### config.mk
export PLATFORM = sky130hd
export DESIGN_NAME = fskrx_ctrl
export DESIGN_NICKNAME = d
export VERILOG_FILES = /design/src/design/fskrx_pkg.sv /design/src/design/fskrx_fifo.sv /design/src/design/fskrx_ctrl.sv
export VERILOG_INCLUDE_DIRS = /design/src /design/src/design
export SDC_FILE = /design/constraint.sdc
export NUM_CORES = 1
export LEC_CHECK = 0
export BUFFER_PORTS_ARGS = -buffer_cell sky130_fd_sc_hd__buf_2
export CAP_MARGIN = 25
export CORE_MARGIN = 2
export CORE_UTILIZATION = 37
export CTS_CLUSTER_DIAMETER = 100
export DETAILED_ROUTE_END_ITERATION = 8
export SLEW_MARGIN = 20
export SYNTH_ARGS = -nofsm -noshare
export SYNTH_HDL_FRONTEND = slang
export SYNTH_SLANG_ARGS = --single-unit
### constraint.sdc
create_clock -name pclk -period 6.5 [get_ports pclk]
set_clock_uncertainty 0.15 [all_clocks]
set_input_delay 0.325 -clock pclk [delete_from_list [all_inputs] [get_ports pclk]]
set_output_delay 0.325 -clock pclk [all_outputs]
set_load 0.03 [all_outputs]
### src/design/fskrx_consts.svh
// Constants for the FSK receive path control block
`ifndef FSKRX_CONSTS_SVH
`define FSKRX_CONSTS_SVH

// ----------------------------------------------------------------
// Register byte offsets
// ----------------------------------------------------------------
`define FSKRX_OFS_MODE     12'h000
`define FSKRX_OFS_CTRL     12'h004
`define FSKRX_OFS_STAT     12'h008
`define FSKRX_OFS_CNT      12'h00c

// ----------------------------------------------------------------
// Field positions and reset values
// ----------------------------------------------------------------
`define FSKRX_MODE_DEMOD   1
`define FSKRX_MODE_BAND_LO 4
`define FSKRX_MODE_BAND_HI 5
`define FSKRX_MODE_EQ      6
`define FSKRX_MODE_RST     8'h00
`define FSKRX_CTRL_STBY    0
`define FSKRX_CTRL_RST     1'h0
`define FSKRX_STAT_OVF     8
`define FSKRX_BAND_CALL    2'h0
`define FSKRX_BAND_UNDEF   2'h1
`define FSKRX_BAND_LOW     2'h2
`define FSKRX_BAND_HIGH    2'h3

// ----------------------------------------------------------------
// Timing: reference rate and discriminator split frequencies
// ----------------------------------------------------------------
`define FSKRX_XTAL_HZ      3579545
`define FSKRX_HI_MID_HZ    1700
`define FSKRX_LO_MID_HZ    425
`define FSKRX_HI_THR       (`FSKRX_XTAL_HZ / (2 * `FSKRX_HI_MID_HZ))
`define FSKRX_LO_THR       (`FSKRX_XTAL_HZ / (2 * `FSKRX_LO_MID_HZ))

`endif

### src/design/fskrx_pkg.sv
// Types for the FSK receive path control block
package fskrx_pkg;

	typedef enum logic [2:0]
	{
		FSKRX_FILT_CALL = 3'b001,
		FSKRX_FILT_LOW  = 3'b010,
		FSKRX_FILT_HIGH = 3'b100
	} fskrx_filt_e;

	typedef logic [15:0] fskrx_cnt_t;

endpackage

### src/design/fskrx_fifo.sv
// Small synchronous FIFO with valid/ready on both sides
`timescale 1ns/1ns
`default_nettype none

module fskrx_fifo
	import fskrx_pkg::*;
#(
	parameter int WIDTH = 17,
	parameter int DEPTH = 4
)
(
	// Clock and reset
	input  wire logic             pclk,
	input  wire logic             presetn,
	// Fill side
	input  wire logic             in_valid,
	output logic                  in_ready,
	input  wire logic [WIDTH-1:0] in_data,
	// Drain side
	output logic                  out_valid,
	input  wire logic             out_ready,
	output logic [WIDTH-1:0]      out_data,
	// Fill level
	output logic [$clog2(DEPTH):0] level
);

	localparam int AW = $clog2(DEPTH);

	logic [WIDTH-1:0] mem_q [DEPTH];
	logic [AW-1:0]    wr_q;
	logic [AW-1:0]    wr_d;
	logic [AW-1:0]    rd_q;
	logic [AW-1:0]    rd_d;
	logic [AW:0]      cnt_q;
	logic [AW:0]      cnt_d;
	logic             push;
	logic             pop;

	// ----------------------------------------------------------------
	// Pointers and count
	// ----------------------------------------------------------------
	assign in_ready  = (cnt_q != (AW+1)'(DEPTH));
	assign out_valid = (cnt_q != '0);
	assign push      = in_valid && in_ready;
	assign pop       = out_valid && out_ready;
	assign out_data  = mem_q[rd_q];
	assign level     = cnt_q;

	always_comb
	begin
		wr_d  = wr_q;
		rd_d  = rd_q;
		cnt_d = cnt_q;
		if (push)
		begin
			wr_d = (wr_q == AW'(DEPTH - 1)) ? '0 : AW'(wr_q + 1'b1);
		end
		if (pop)
		begin
			rd_d = (rd_q == AW'(DEPTH - 1)) ? '0 : AW'(rd_q + 1'b1);
		end
		if (push && !pop)
		begin
			cnt_d = (AW+1)'(cnt_q + 1'b1);
		end
		else if (pop && !push)
		begin
			cnt_d = (AW+1)'(cnt_q - 1'b1);
		end
	end

	always_ff @(posedge pclk or negedge presetn)
	begin
		if (!presetn)
		begin
			wr_q  <= '0;
			rd_q  <= '0;
			cnt_q <= '0;
		end
		else
		begin
			wr_q  <= wr_d;
			rd_q  <= rd_d;
			cnt_q <= cnt_d;
		end
	end

	// ----------------------------------------------------------------
	// Storage
	// ----------------------------------------------------------------
	// Storage needs no reset; out_data is only meaningful with out_valid
	always_ff @(posedge pclk)
	begin
		if (push)
		begin
			mem_q[wr_q] <= in_data;
		end
	end

endmodule

`default_nettype wire

### src/design/fskrx_ctrl.sv
// FSK receive path control: setup register, filter selects, demodulator
`timescale 1ns/1ns
`default_nettype none
`include "fskrx_consts.svh"

module fskrx_ctrl
	import fskrx_pkg::*;
#(
	parameter int HI_THR    = `FSKRX_HI_THR,
	parameter int LO_THR    = `FSKRX_LO_THR,
	parameter int FIFO_DEP  = 4
)
(
	// Clock and reset
	input  wire logic        pclk,
	input  wire logic        presetn,
	// APB slave
	input  wire logic        psel,
	input  wire logic        penable,
	input  wire logic        pwrite,
	input  wire logic [11:0] paddr,
	input  wire logic [31:0] pwdata,
	output logic             pready,
	output logic [31:0]      prdata,
	output logic             pslverr,
	// Reference clock pin and oscillator control
	input  wire logic        xtal_clk,
	output logic             osc_en,
	// Sliced receive line from the filter
	input  wire logic        rx_line,
	// Analogue path selects
	output logic [2:0]       filt_sel,
	output logic             eq_en,
	output logic             demod_en,
	// Stream to receive UART
	output logic             rx_data,
	output logic             rx_valid,
	input  wire logic        rx_ready,
	output logic [16:0]      rx_word
);

	localparam int FW = 17;

	// ----------------------------------------------------------------
	// Register state
	// ----------------------------------------------------------------
	logic [7:0]  mode_q;
	logic [7:0]  mode_d;
	logic        stby_q;
	logic        stby_d;
	logic        ovf_q;
	logic        ovf_d;
	logic [15:0] nbits_q;
	logic [15:0] nbits_d;
	logic [31:0] rdat_q;
	logic [31:0] rdat_d;
	logic        err_q;
	logic        err_d;

	logic        setup_ph;
	logic        wr_acc;
	logic        hit;
	logic [31:0] rd_mux;
	logic [1:0]  band;
	logic [$clog2(FIFO_DEP):0] fifo_lvl;

	// ----------------------------------------------------------------
	// Mode decode
	// ----------------------------------------------------------------
	// Band from setup bits
	assign band = {mode_q[`FSKRX_MODE_BAND_HI], mode_q[`FSKRX_MODE_BAND_LO]};

	always_comb
	begin
		unique case (band)
			`FSKRX_BAND_LOW:  filt_sel = FSKRX_FILT_LOW;
			`FSKRX_BAND_HIGH: filt_sel = FSKRX_FILT_HIGH;
			// Undefined code keeps the widest-use call progress band
			default:          filt_sel = FSKRX_FILT_CALL;
		endcase
	end

	assign eq_en = mode_q[`FSKRX_MODE_EQ] && (band == `FSKRX_BAND_HIGH);

	assign demod_en = mode_q[`FSKRX_MODE_DEMOD] && mode_q[`FSKRX_MODE_BAND_HI];

	// Bus access keeps working while the oscillator is stopped
	// Oscillator off in standby
	assign osc_en = !stby_q;

	// ----------------------------------------------------------------
	// Reference clock and line synchronisers
	// ----------------------------------------------------------------
	logic [2:0] xs_q;
	logic [2:0] xs_d;
	logic [2:0] ls_q;
	logic [2:0] ls_d;
	logic [2:0] lv_q;
	logic [2:0] lv_d;
	logic       xtal_tick;
	logic       line_edge;

	always_comb
	begin
		xs_d = {xs_q[1:0], xtal_clk};
		ls_d = {ls_q[1:0], rx_line};
		lv_d = {lv_q[1:0], 1'b1};
	end

	always_ff @(posedge pclk or negedge presetn)
	begin
		if (!presetn)
		begin
			xs_q <= '0;
			ls_q <= '0;
			lv_q <= '0;
		end
		else
		begin
			xs_q <= xs_d;
			ls_q <= ls_d;
			lv_q <= lv_d;
		end
	end

	// Timebase from reference edges
	// Standby drops ticks, so a word measured across it reads short
	assign xtal_tick = xs_q[1] && !xs_q[2] && !stby_q;
	// Reset contents are not line samples, so no false crossing
	assign line_edge = (ls_q[1] ^ ls_q[2]) && lv_q[2];

	// ----------------------------------------------------------------
	// Discriminator: half-period length in reference ticks
	// ----------------------------------------------------------------
	fskrx_cnt_t  hp_q;
	fskrx_cnt_t  hp_d;
	logic        bit_q;
	logic        bit_d;
	logic        push;
	logic        in_ready;
	fskrx_cnt_t  thr;

	// Low-speed split sits between both 75 and 150 bps tone pairs
	assign thr  = (band == `FSKRX_BAND_HIGH) ? 16'(HI_THR) : 16'(LO_THR);
	assign push = demod_en && line_edge;

	always_comb
	begin
		hp_d  = hp_q;
		bit_d = bit_q;
		if (line_edge)
		begin
			hp_d = '0;
		end
		else if (xtal_tick && (hp_q != '1))
		begin
			// Saturates so a silent line reads as a long mark
			hp_d = fskrx_cnt_t'(hp_q + 1'b1);
		end
		if (!demod_en)
		begin
			bit_d = 1'b1;
		end
		else if (line_edge)
		begin
			// Longer half period means lower tone, mark
			bit_d = (hp_q > thr);
		end
	end

	always_ff @(posedge pclk or negedge presetn)
	begin
		if (!presetn)
		begin
			hp_q  <= '0;
			bit_q <= 1'b1;
		end
		else
		begin
			hp_q  <= hp_d;
			bit_q <= bit_d;
		end
	end

	// No validity gating, host uses energy detector
	assign rx_data = bit_q;

	// ----------------------------------------------------------------
	// Word buffer toward the UART
	// ----------------------------------------------------------------
	// Words arriving while full are dropped and flagged in status
	fskrx_fifo #(
		.WIDTH (FW),
		.DEPTH (FIFO_DEP)
	) u_fifo (
		.pclk      (pclk),
		.presetn   (presetn),
		.in_valid  (push),
		.in_ready  (in_ready),
		.in_data   ({(hp_q > thr), hp_q}),
		.out_valid (rx_valid),
		.out_ready (rx_ready),
		.out_data  (rx_word),
		.level     (fifo_lvl)
	);

	// ----------------------------------------------------------------
	// APB slave
	// ----------------------------------------------------------------
	// Zero wait states; read data is captured in the setup cycle
	// so it stands unchanged through the access cycle
	assign setup_ph = psel && !penable;
	assign pready   = psel && penable;
	assign wr_acc   = pready && pwrite;
	assign prdata   = rdat_q;
	assign pslverr  = pready && err_q;

	always_comb
	begin
		hit    = 1'b1;
		rd_mux = '0;
		unique case (paddr)
			`FSKRX_OFS_MODE: rd_mux = {24'h0, mode_q};
			`FSKRX_OFS_CTRL: rd_mux = {31'h0, stby_q};
			`FSKRX_OFS_STAT:
			begin
				rd_mux = {20'h0, 3'(fifo_lvl), ovf_q, rx_data, demod_en,
					eq_en, osc_en, 1'b0, filt_sel};
			end
			`FSKRX_OFS_CNT:  rd_mux = {16'h0, nbits_q};
			default:         hit = 1'b0;
		endcase
	end

	always_comb
	begin
		mode_d  = mode_q;
		stby_d  = stby_q;
		ovf_d   = ovf_q;
		nbits_d = nbits_q;
		rdat_d  = rdat_q;
		err_d   = err_q;
		if (setup_ph)
		begin
			rdat_d = pwrite ? 32'h0 : rd_mux;
			err_d  = !hit;
		end
		if (wr_acc && (paddr == `FSKRX_OFS_MODE))
		begin
			mode_d = pwdata[7:0];
		end
		if (wr_acc && (paddr == `FSKRX_OFS_CTRL))
		begin
			// Host sets standby before stopping its clock
			stby_d = pwdata[`FSKRX_CTRL_STBY];
		end
		if (wr_acc && (paddr == `FSKRX_OFS_STAT) && pwdata[`FSKRX_STAT_OVF])
		begin
			ovf_d = 1'b0;
		end
		if (wr_acc && (paddr == `FSKRX_OFS_CNT))
		begin
			nbits_d = '0;
		end
		// Set wins over a clear in the same cycle
		if (push && !in_ready)
		begin
			ovf_d = 1'b1;
		end
		if (push && in_ready)
		begin
			// Builds on a clear in the same cycle, so that word counts as one
			nbits_d = 16'(nbits_d + 1'b1);
		end
	end

	always_ff @(posedge pclk or negedge presetn)
	begin
		if (!presetn)
		begin
			mode_q  <= `FSKRX_MODE_RST;
			stby_q  <= `FSKRX_CTRL_RST;
			ovf_q   <= 1'b0;
			nbits_q <= '0;
			rdat_q  <= '0;
			err_q   <= 1'b0;
		end
		else
		begin
			mode_q  <= mode_d;
			stby_q  <= stby_d;
			ovf_q   <= ovf_d;
			nbits_q <= nbits_d;
			rdat_q  <= rdat_d;
			err_q   <= err_d;
		end
	end

endmodule

`default_nettype wire

==> reports/metrics.csv, run 1 <==
metric,value,unit
rsz0062_at_grt,false,
slew_violations,0,
area_growth,19.1,%
cp_cell_sequence,and2_1 -> nand4_2 -> inv_1 -> and2_1,
cts_root_buffer,clkbuf_16,
holdCritPathClass,in -> reg,
grt_max_degree,77,
drv_cap,0,
setup_viol,0,
cp_max_fo,17,
netlist_area,6470,um2
cts.htree.levels,4,
synthTopCellsByCount,"75 x dfrtp_1, 68 x edfxtp_1, 34 x nand2_1",
drt_iter0_markers,260,
overflow,0,
gp_congestion,0.795,
synth_area_leaders,"edfxtp_1 32%, dfrtp_1 29%, mux4_2 6.3%",
multi_input_area,2350,um2
async_reset_ff_share,52.8,%
drive_gt1_share,25.8,%
synth_seq_cells,144,
synthFlopType,dfrtp_1,
drc,0,
synth_top_area_cell,edfxtp_1,
die_height,136,um
hold_buffers,10,
clkTransAtPathRegs,60,ps
insertion_delay,410,ps
start_util,37.7,%
routed_via_density,5.14,
tritoncts,built,
min-delay-start,pwdata[0],
synth_edf_count,68,
ir_drop,0.204,mV
diodes,0,
ff_latch_area,3950,um2
cp.required,6380,ps
power,2.45,mW
critPathSlowestCell,and2_1,
die_area,18600,um2
coreArea,17200,um2
worst_pin_slew,1010,ps
ys_types,56,
r2r_start,mode_q[5],
yosysMostFrequentCell,dfrtp_1,
relSlewSlack,32.3,%
synth_cells,481,
period_needed,2900,ps
critPathMaxStageDelay,860,ps
synth_top_area_share,31.6,%
worstPathArrival,2780,ps
cts_buffers,17,
numClockSinks,144,
clockBufferDepth,2,
wire_per_inst,16.3,um
crit_start,mode_q[5],
grt_pass1_wl,21.8,mm
startpoint_type,flip-flop,
cts.repair.resized,0,
period_share,44.6,%
critical_path_class,reg -> reg,
p_per_area,318,nW/um2
fill_cells,1621,
antenna_found_initial,0,
grt_pass1_vias,4306,
ios,111,
syn_area_per_cell,13.4,um2
chipWidth,136,um
setup_tns,0,ps
num_vias,4129,
drt-pass1-iter-count,4,
wl,13.1,mm
fmax,345,MHz
ys_seq_area_share,61.0,%
path_common_cell,and2_1,
run_status,completed,
rows,48,
post-dp-hpwl,8.79,mm
end_kind,flip-flop,
grtUsageTotal,15.3,%
post_cts_buffers,0,
final_nets,630,
p_leak,3.15,nW
ant_nets,0,
ys.warnings.count,0,
io_buffers,71,
finalHoldViolations,0,
## cell usage in the layout, fill, tap and decap left out, types with 3 or more instances in the layout
cell type	instances
dfrtp_1	75
buf_2	70
edfxtp_1	68
nand2_1	34
nor2_1	32
o21ai_0	25
mux4_2	18
xor2_1	17
conb_1	17
clkbuf_16	17
mux2_2	15
xnor2_1	14
ha_1	12
inv_1	11
and2_1	10
and3_1	10
nand3_1	10
dlygate4sd3_1	10
nor4_1	9
nor3_1	8
or3_1	8
inv_6	7
and4_1	5
o2111ai_1	5
a21oi_1	5
a22o_1	5
mux2i_1	5
a22oi_1	5
nand4_1	4
nor2b_1	3
nand2b_1	3
o211ai_1	3
clkinvlp_4	3
## report_power, final
group          total, mW  internal [mW]  switching [mW]
sequential          1.03          0.977          0.0555
combinational      0.436          0.180           0.257
clock              0.982          0.577           0.404
total               2.45           1.73           0.716
## registers in the layout, summed over array words and instances (netlist names)
| signal | cells |
|---|---|
| u_fifo.mem_q | 68 |
| hp_q | 16 |
| nbits_q | 16 |
| prdata | 16 |
| mode_q | 8 |
| ls_q | 3 |
| lv_q | 3 |
| u_fifo.level | 3 |
| xs_q | 3 |
| u_fifo.rd_q | 2 |
| u_fifo.wr_q | 2 |
| err_q | 1 |
| ovf_q | 1 |
| rx_data | 1 |
| stby_q | 1 |
## worst max-delay path, delay by kind of cell (launching register included)
| family | cells | cell delay, ps |
|---|---|---|
| AND/OR/NAND/NOR | 3 | 1580 |
| buffers and inverters | 1 | 400 |
| flip-flops | 1 | 380 |
## cells by family after synthesis
kind of cell / after synthesis / share of synthesized area (%)
XOR/XNOR: 31 / 4.20
buffers and inverters: 44 / 3.62
adder cells (fa/ha/maj): 13 / 2.63
AND/OR/NAND/NOR: 151 / 12.9
flip-flops: 144 / 61.0
multiplexers: 38 / 9.65
other: 2 / 0.116
AO/OA/AOI/OAI: 58 / 5.88
## through the flow
stage               util (%)  setup slack, ps  instances  area (um2)  hold slack (ps)
floorplan                  -             4010        496        6530             -121
global placement        40.6             3460        760        6980              184
detailed placement      40.6             3400        760        6980              186
CTS                     44.7             3560        802        7670             5.15
global route            44.8             3410        803        7700             15.4
finish                  44.8             3600        803        7700             19.4
## per-layer routing
metal,vias up,track usage [%],routed length [um]
met5,-,0,0
met4,0,4.22,136
met3,8,4.29,618
met2,115,25.9,6550
met1,2084,19.3,5770
li1,1922,-,-
## path summary, 6_finish.rpt
check | endpoint | slack (ps) | cells after the start
setup / recovery | u_fifo.mem_q[1][11] | 3600 | 4
hold / removal | stby_q | 20 | 2
setup reg to reg | u_fifo.mem_q[1][11] | 3600 | 4
hold reg to reg | ls_q[1] | 200 | 0
max in group asynchronous | rx_data | 5360 | 3
min in group asynchronous | prdata[15] | 210 | 2
## area by class of cell
cell class,instances,share of cell area (%)
sequential,144,51.2
multi-input combinational,308,30.5
timing repair buffer,83,6.40
clock buffer,17,5.52
tap,225,3.65
clock inverter,15,2.21
inverter,11,0.536
No activity file was read; power rests on OpenSTA's default activity.
==> inputs of run 2 (changes only) <==
clock period = 2.65 ns   (was 6.5 ns; I/O delays follow)
==> run 2 against run 1 <==
  * Critical path depth rose by 3
  * Critical path type unchanged
  * Critical endpoint is now u_fifo.mem_q[2][16]
  * Hold slack got worse by 8.2 ps
  * First-iteration DRC count fell by 33%
  * Via count fell by 0.56%
  * Total power rose by 140%
  * Final cell count rose by 1.6%
  * Count of clock-buffer cells in the layout rose by 1
  * Worst setup slack got worse by 3400 ps
  * Largest power group unchanged
  * Core utilization rose by 0.60 points
  * Combinational power rose to 2.6 times the previous value
  * Register-to-register slack got worse by 3400 ps
  * Global-route usage barely moved
==> reports/metrics.csv, run 2 (synthesis results as in run 1) <==
metric,value,unit,change
run_status,completed,,
fmax,402,MHz,+17%
place_area,7040,um2,+0.86%
period_share,93.8,%,+49 points
path_common_cell,o2111ai_1,,
final_common_cell,dfrtp_1,,
cts_buffers,17,,unchanged
setup_viol,0,,unchanged
startpoint_type,flip-flop,,
layout_common_cells,"75 x dfrtp_1, 70 x buf_2, 68 x edfxtp_1, 33 x nand2_1, 32 x nor2_1",,
critPathSlowestCell,dfrtp_1,,
slew_violations,0,,unchanged
grt_max_degree,77,,unchanged
routed_via_density,5.03,,-2.1%
use_met1,19.4,%,+0.16 points
area_growth,20.7,%,
final_nets,643,,+2.1%
p_per_area,765,nW/um2,+140%
ir_drop,0.434,mV,+110%
ios,111,,unchanged
fin_cells,816,,+1.6%
clkTransAtPathRegs,60,ps,about the same
ant_nets,0,,unchanged
p_leak,3.22,nW,+2.0%
worstPathArrival,2480,ps,-300 ps
diodes,0,,unchanged
finalHoldViolations,0,,unchanged
cts.htree.levels,4,,unchanged
met3_usage,5.41,%,+1.1 points
setup_tns,0,ps,unchanged
start_util,37.7,%,unchanged
antenna_found_initial,0,,unchanged
critPathTopFamily,compound AO/OA/AOI/OAI gates,,
grtUsageTotal,15.3,%,about the same
drv_cap,0,,unchanged
largest_register,u_fifo.mem_q,,
critPathMaxStageDelay,460,ps,-400 ps
die_height,136,um,unchanged
clockBufferDepth,2,,unchanged
drt-pass1-iter-count,5,,+1
drt_iter0_markers,175,,-33%
dp.cells,768,,+1.1%
wl,12.9,mm,-1.4%
grt_pass1_wl,21.4,mm,-1.8%
rows,48,,unchanged
insertion_delay,420,ps,about the same
coreArea,17200,um2,unchanged
period_needed,2490,ps,-413 ps
io_buffers,71,,unchanged
worst_pin_slew,930,ps,-79.2 ps
wire_per_inst,15.8,um,-3.0%
die_area,18600,um2,unchanged
post-dp-hpwl,8.77,mm,-0.19%
gp_congestion,0.851,,+7.0%
rsz0062_at_grt,false,,
cts_root_buffer,clkbuf_16,,
grt_pass1_vias,4208,,-2.3%
relSlewSlack,38.0,%,+5.6 points
tritoncts,built,,
end_kind,flip-flop,,
cp_max_fo,8,,-9
holdCritPathClass,in -> async,,
grt_util_met2,24.4,%,-1.5 points
critical_path_buf_inv_count,0,,-1
critical_path_class,reg -> reg,,
drc,0,,unchanged
cp.required,2640,ps,-3740 ps
top_usage_layer,met2,,
largest_register_ffs,68,,unchanged
whs,11.2,ps,-8.21 ps
cp_cell_sequence,nand2_2 -> ha_1 -> and2_1 -> a2111oi_0 -> o2111ai_1 -> o2111ai_1 -> nand2_1,,
drive_gt1_share,26.7,%,+0.96 points
overflow,0,,unchanged
numClockSinks,144,,unchanged
dp_slack,93.9,ps,-3310 ps
design_area,7800,um2,+1.3%
chipWidth,136,um,unchanged
fin_ws,164,ps,-3440 ps
num_vias,4106,,-0.56%
run 2: metrics by stage:
step,total power [mW],utilization [%]
5_1_grt,6.23,45.4
4_1_cts,6.04,45.3
2_1_floorplan,3.37,-
3_5_place_dp,3.67,41.0
6_report,5.97,45.4
3_3_place_gp,3.64,41.0
run 2: final cells by class:
class                      instances  area (um2)
multi-input combinational        308        2350
clock inverter                    14         156
clock buffer                      18         429
sequential                       144        3950
timing repair buffer              96         603
tap                              225         282
fill                            1561        9370
inverter                          11        41.3
run 2: worst paths after layout:
path | from | endpoint | slack (ps) | cells past startpoint
min in group pclk | paddr[11] | err_q | 20 | 4
min reg2reg | lv_q[0] | lv_q[1] | 200 | 0
min | presetn | prdata[13] | 10 | 2
max reg2reg | mode_q[4] | u_fifo.mem_q[2][16] | 160 | 7
max in group asynchronous | presetn | rx_data | 1710 | 3
max | mode_q[4] | u_fifo.mem_q[2][16] | 160 | 7
run 2: routing by layer:
| layer | up-vias | wire length (um) |
|---|---|---|
| met1 | 2029 | 5810 |
| met2 | 124 | 6290 |
| li1 | 1938 | - |
| met4 | 0 | 144 |
| met5 | - | 0 |
| met3 | 15 | 645 |
run 2: timing repair:
item                                    CTS  global route
setup buffers                             0             0
endpoints found under the hold margin    95             0
hold buffers                             15             0
endpoints found under the setup margin    0             4
resized for setup                         0             1
run 2: power breakdown:
part	total, mW	switching (mW)	internal, mW
Clock	2.35	0.953	1.40
Combinational	1.14	0.691	0.453
Sequential	2.47	0.0724	2.40
==> inputs of run 3 (changes only) <==
ABC_AREA = 1   (was default)
clock period = 3.21 ns   (was 2.65 ns; I/O delays follow)
==> run 3 against run 2 <==
  * Worst setup slack gained 530 ps
  * Die area grew 5.0%
  * Combinational power grew 29%
  * Via count grew 23%
  * Critical path depth grew 3
  * Sequential share of layout area shrank 2.1 points
  * Sequential power shrank 8.5%
  * Synthesized area grew 5.2%
  * Register-to-register slack gained 530 ps
  * Global-route usage grew 0.79 points
  * First-iteration DRC count grew 110%
==> reports/metrics.csv, run 3 <==
metric,value,unit,change
use_met1,21.3,%,+1.8 points
synth_top_area_cell,edfxtp_1,,
p_leak,3.48,nW,+8.3%
antenna_found_initial,0,,unchanged
ant_nets,0,,unchanged
synth-simple-area-share,19.0,%,+6.1 points
drc,0,,unchanged
largest_register_ffs,68,,unchanged
overflow,0,,unchanged
die_area,19500,um2,+5.0%
ir_drop,0.451,mV,+4.0%
startpoint_type,flip-flop,,
synth_edf_count,68,,unchanged
end_kind,flip-flop,,
critical_path_class,reg -> reg,,
worstPathArrival,2660,ps,+180 ps
num_vias,5056,,+23%
diodes,0,,unchanged
drv_cap,0,,unchanged
grt_util_met2,25.7,%,+1.3 points
ys_types,47,,-16%
run_status,completed,,
min_path_cells,4,,
ios,111,,unchanged
fill_cells,1725,,+11%
synthFlopType,dfrtp_1,,
synth_top_family_by_area,simple AND/OR/NAND/NOR gates,,
synth.area.mux_share,0,%,-9.7 points
synth_compound_area_share,10.3,%,+4.4 points
rows,49,,+2.1%
setup_tns,0,ps,unchanged
period_share,78.4,%,-15 points
tritoncts,built,,
period_needed,2520,ps,+29.4 ps
io_buffers,71,,unchanged
met3_usage,4.27,%,-1.1 points
ys.warnings.count,0,,unchanged
synth_seq_cells,144,,unchanged
ys_seq_area_share,58.0,%,-3.0 points
start_util,37.7,%,+0.081 points
r2r_setup_slack,690,ps,+530 ps
cts.repair.resized,0,,unchanged
r2r_start,u_fifo.level[2],,
numClockSinks,144,,unchanged
p_per_area,714,nW/um2,-6.7%
min-delay-start,paddr[3],,
post-dp-hpwl,9.70,mm,+11%
async_reset_ff_share,52.8,%,unchanged
grtUsageTotal,16.1,%,+0.79 points
drt_iter0_markers,375,,+110%
min_to,stby_q,,
routed_via_density,4.91,,-2.4%
largest_register,u_fifo.mem_q,,
finalHoldViolations,0,,unchanged
final_common_cell,nand2_1,,
utilization,45.2,%,-0.26 points
fmax,398,MHz,-1.2%
synth_top_area_share,30.0,%,-1.6 points
syn_area_per_cell,9.83,um2,-27%
area_growth,19.7,%,
insertion_delay,420,ps,about the same
wire_per_inst,14.4,um,-8.7%
synth_fa_ha_area_share,2.50,%,-0.13 points
slew_violations,0,,unchanged
rr_worst_depth,10,,+3
drive_gt1_share,18.4,%,-8.4 points
cp_max_fo,12,,+4
relSlewSlack,51.4,%,+13 points
holdCritPathClass,in -> reg,,
setup_viol,0,,unchanged
synth_cells,692,,+44%
top_usage_layer,met2,,
grt_pass1_wl,24.9,mm,+16%
drt-pass1-iter-count,4,,-1
cts_buffers,17,,unchanged
yosysMostFrequentCell,nand2_1,,
cts.htree.levels,4,,unchanged
gp_congestion,0.828,,-2.8%
synthTopCellsByCount,"107 x nand2_1, 88 x nor2_1, 75 x dfrtp_1",,
worst_pin_slew,729,ps,-201 ps
synth_xor_area_share,2.32,%,-1.9 points
wl,14.9,mm,+15%
layout_common_cells,"107 x nand2_1, 88 x nor2_1, 75 x dfrtp_1, 71 x inv_1, 70 x buf_2",,
clockBufferDepth,2,,unchanged
clkTransAtPathRegs,60,ps,about the same
synth_area_leaders,"edfxtp_1 30%, dfrtp_1 28%, nand2_1 5.9%",,
rsz0062_at_grt,false,,
final_nets,853,,+33%
cts_root_buffer,clkbuf_16,,
die_height,140,um,+2.5%
grt_pass1_vias,4891,,+16%
coreArea,18000,um2,+4.9%
cp.required,3360,ps,+720 ps
chipWidth,140,um,+2.5%
worstReg2RegEnd,u_fifo.level[2],,
grt_max_degree,77,,unchanged
crit_start,u_fifo.level[2],,
netlist_area,6800,um2,+5.2%
whs,92.2,ps,+80.9 ps
==> run 3: cell count changes after synthesis, moves of 9 or more <==
cell / change
and3_1: -10
o21ai_0: +38
mux2_2: -15
and2_1: -9
nand2_2: +9
nor4_1: -9
inv_1: +60
a21oi_1: +9
nand3_1: +23
mux4_2: -18
o22ai_1: +22
nor2_1: +56
nand2_1: +73
==> run 3: cells by family (layout without fill, tap and decap cells) <==
kind of cell	count (synthesis)	in the layout
xor+xnor	18	18
compound gates	123	123
fa+ha+maj	13	13
buf+inv	112	206
other cells	2	17
simple gates	280	280
flops	144	144
==> run 3: layout make-up <==
class,instances,area [um2],area share (%)
flip-flops and latches,144,3950,48.4
well taps,229,287,3.52
inverters,76,289,3.55
multi-input cells,451,2390,29.3
clock inverters,15,198,2.43
clock buffers,17,425,5.22
repair buffers,98,612,7.51
==> run 3: worst max-delay path, stage by stage, from the launching register on <==
cell and delay (ps):
dfrtp_1 360, inv_1 140, nor3_1 70, nand3b_2 410, inv_2 250, ha_1 170
inv_1 60, fa_1 370, a21oi_1 140, o21ai_0 110, xor2_1 150
==> run 3: worst max path at each step <==
stage / endpoint / slack [ps] / cells after the start
3_5_place_dp: u_fifo.level[2] / 680 / 11
6_report: u_fifo.level[2] / 690 / 10
4_1_cts: u_fifo.level[2] / 670 / 11
5_1_grt: u_fifo.level[2] / 460 / 11
3_3_place_gp: u_fifo.level[2] / 650 / 11
2_1_floorplan: u_fifo.mem_q[0][0] / 980 / 5
==> run 3: power breakdown <==
| group | internal (mW) | switching [mW] |
|---|---|---|
| clock network | 1.25 | 0.830 |
| registers | 2.15 | 0.113 |
| logic | 0.431 | 1.04 |
| total | 3.83 | 1.99 |
==> run 3: what timing repair did <==
action                                 CTS  global route
hold buffers                            19             0
buffers inserted                         0             0
endpoints found under the hold margin   94             0
==> run 3: per-stage QoR <==
stage / cell area (um2) / power, mW / cells / setup slack (ps)
global placement: 7330 / 3.74 / 979 / 648
global route: 8140 / 6.13 / 1030 / 455
detailed placement: 7330 / 3.76 / 979 / 677
CTS: 8140 / 5.87 / 1030 / 672
finish: 8140 / 5.81 / 1030 / 695
floorplan: 6860 / 3.33 / 707 / 978
==> run 3: metal layers <==
layer | part of all wire, % | vias to the layer above
met5 | 0 | -
met4 | 1.8 | 0
met3 | 4.9 | 22
met2 | 46 | 149
met1 | 47 | 2390
li1 | - | 2495
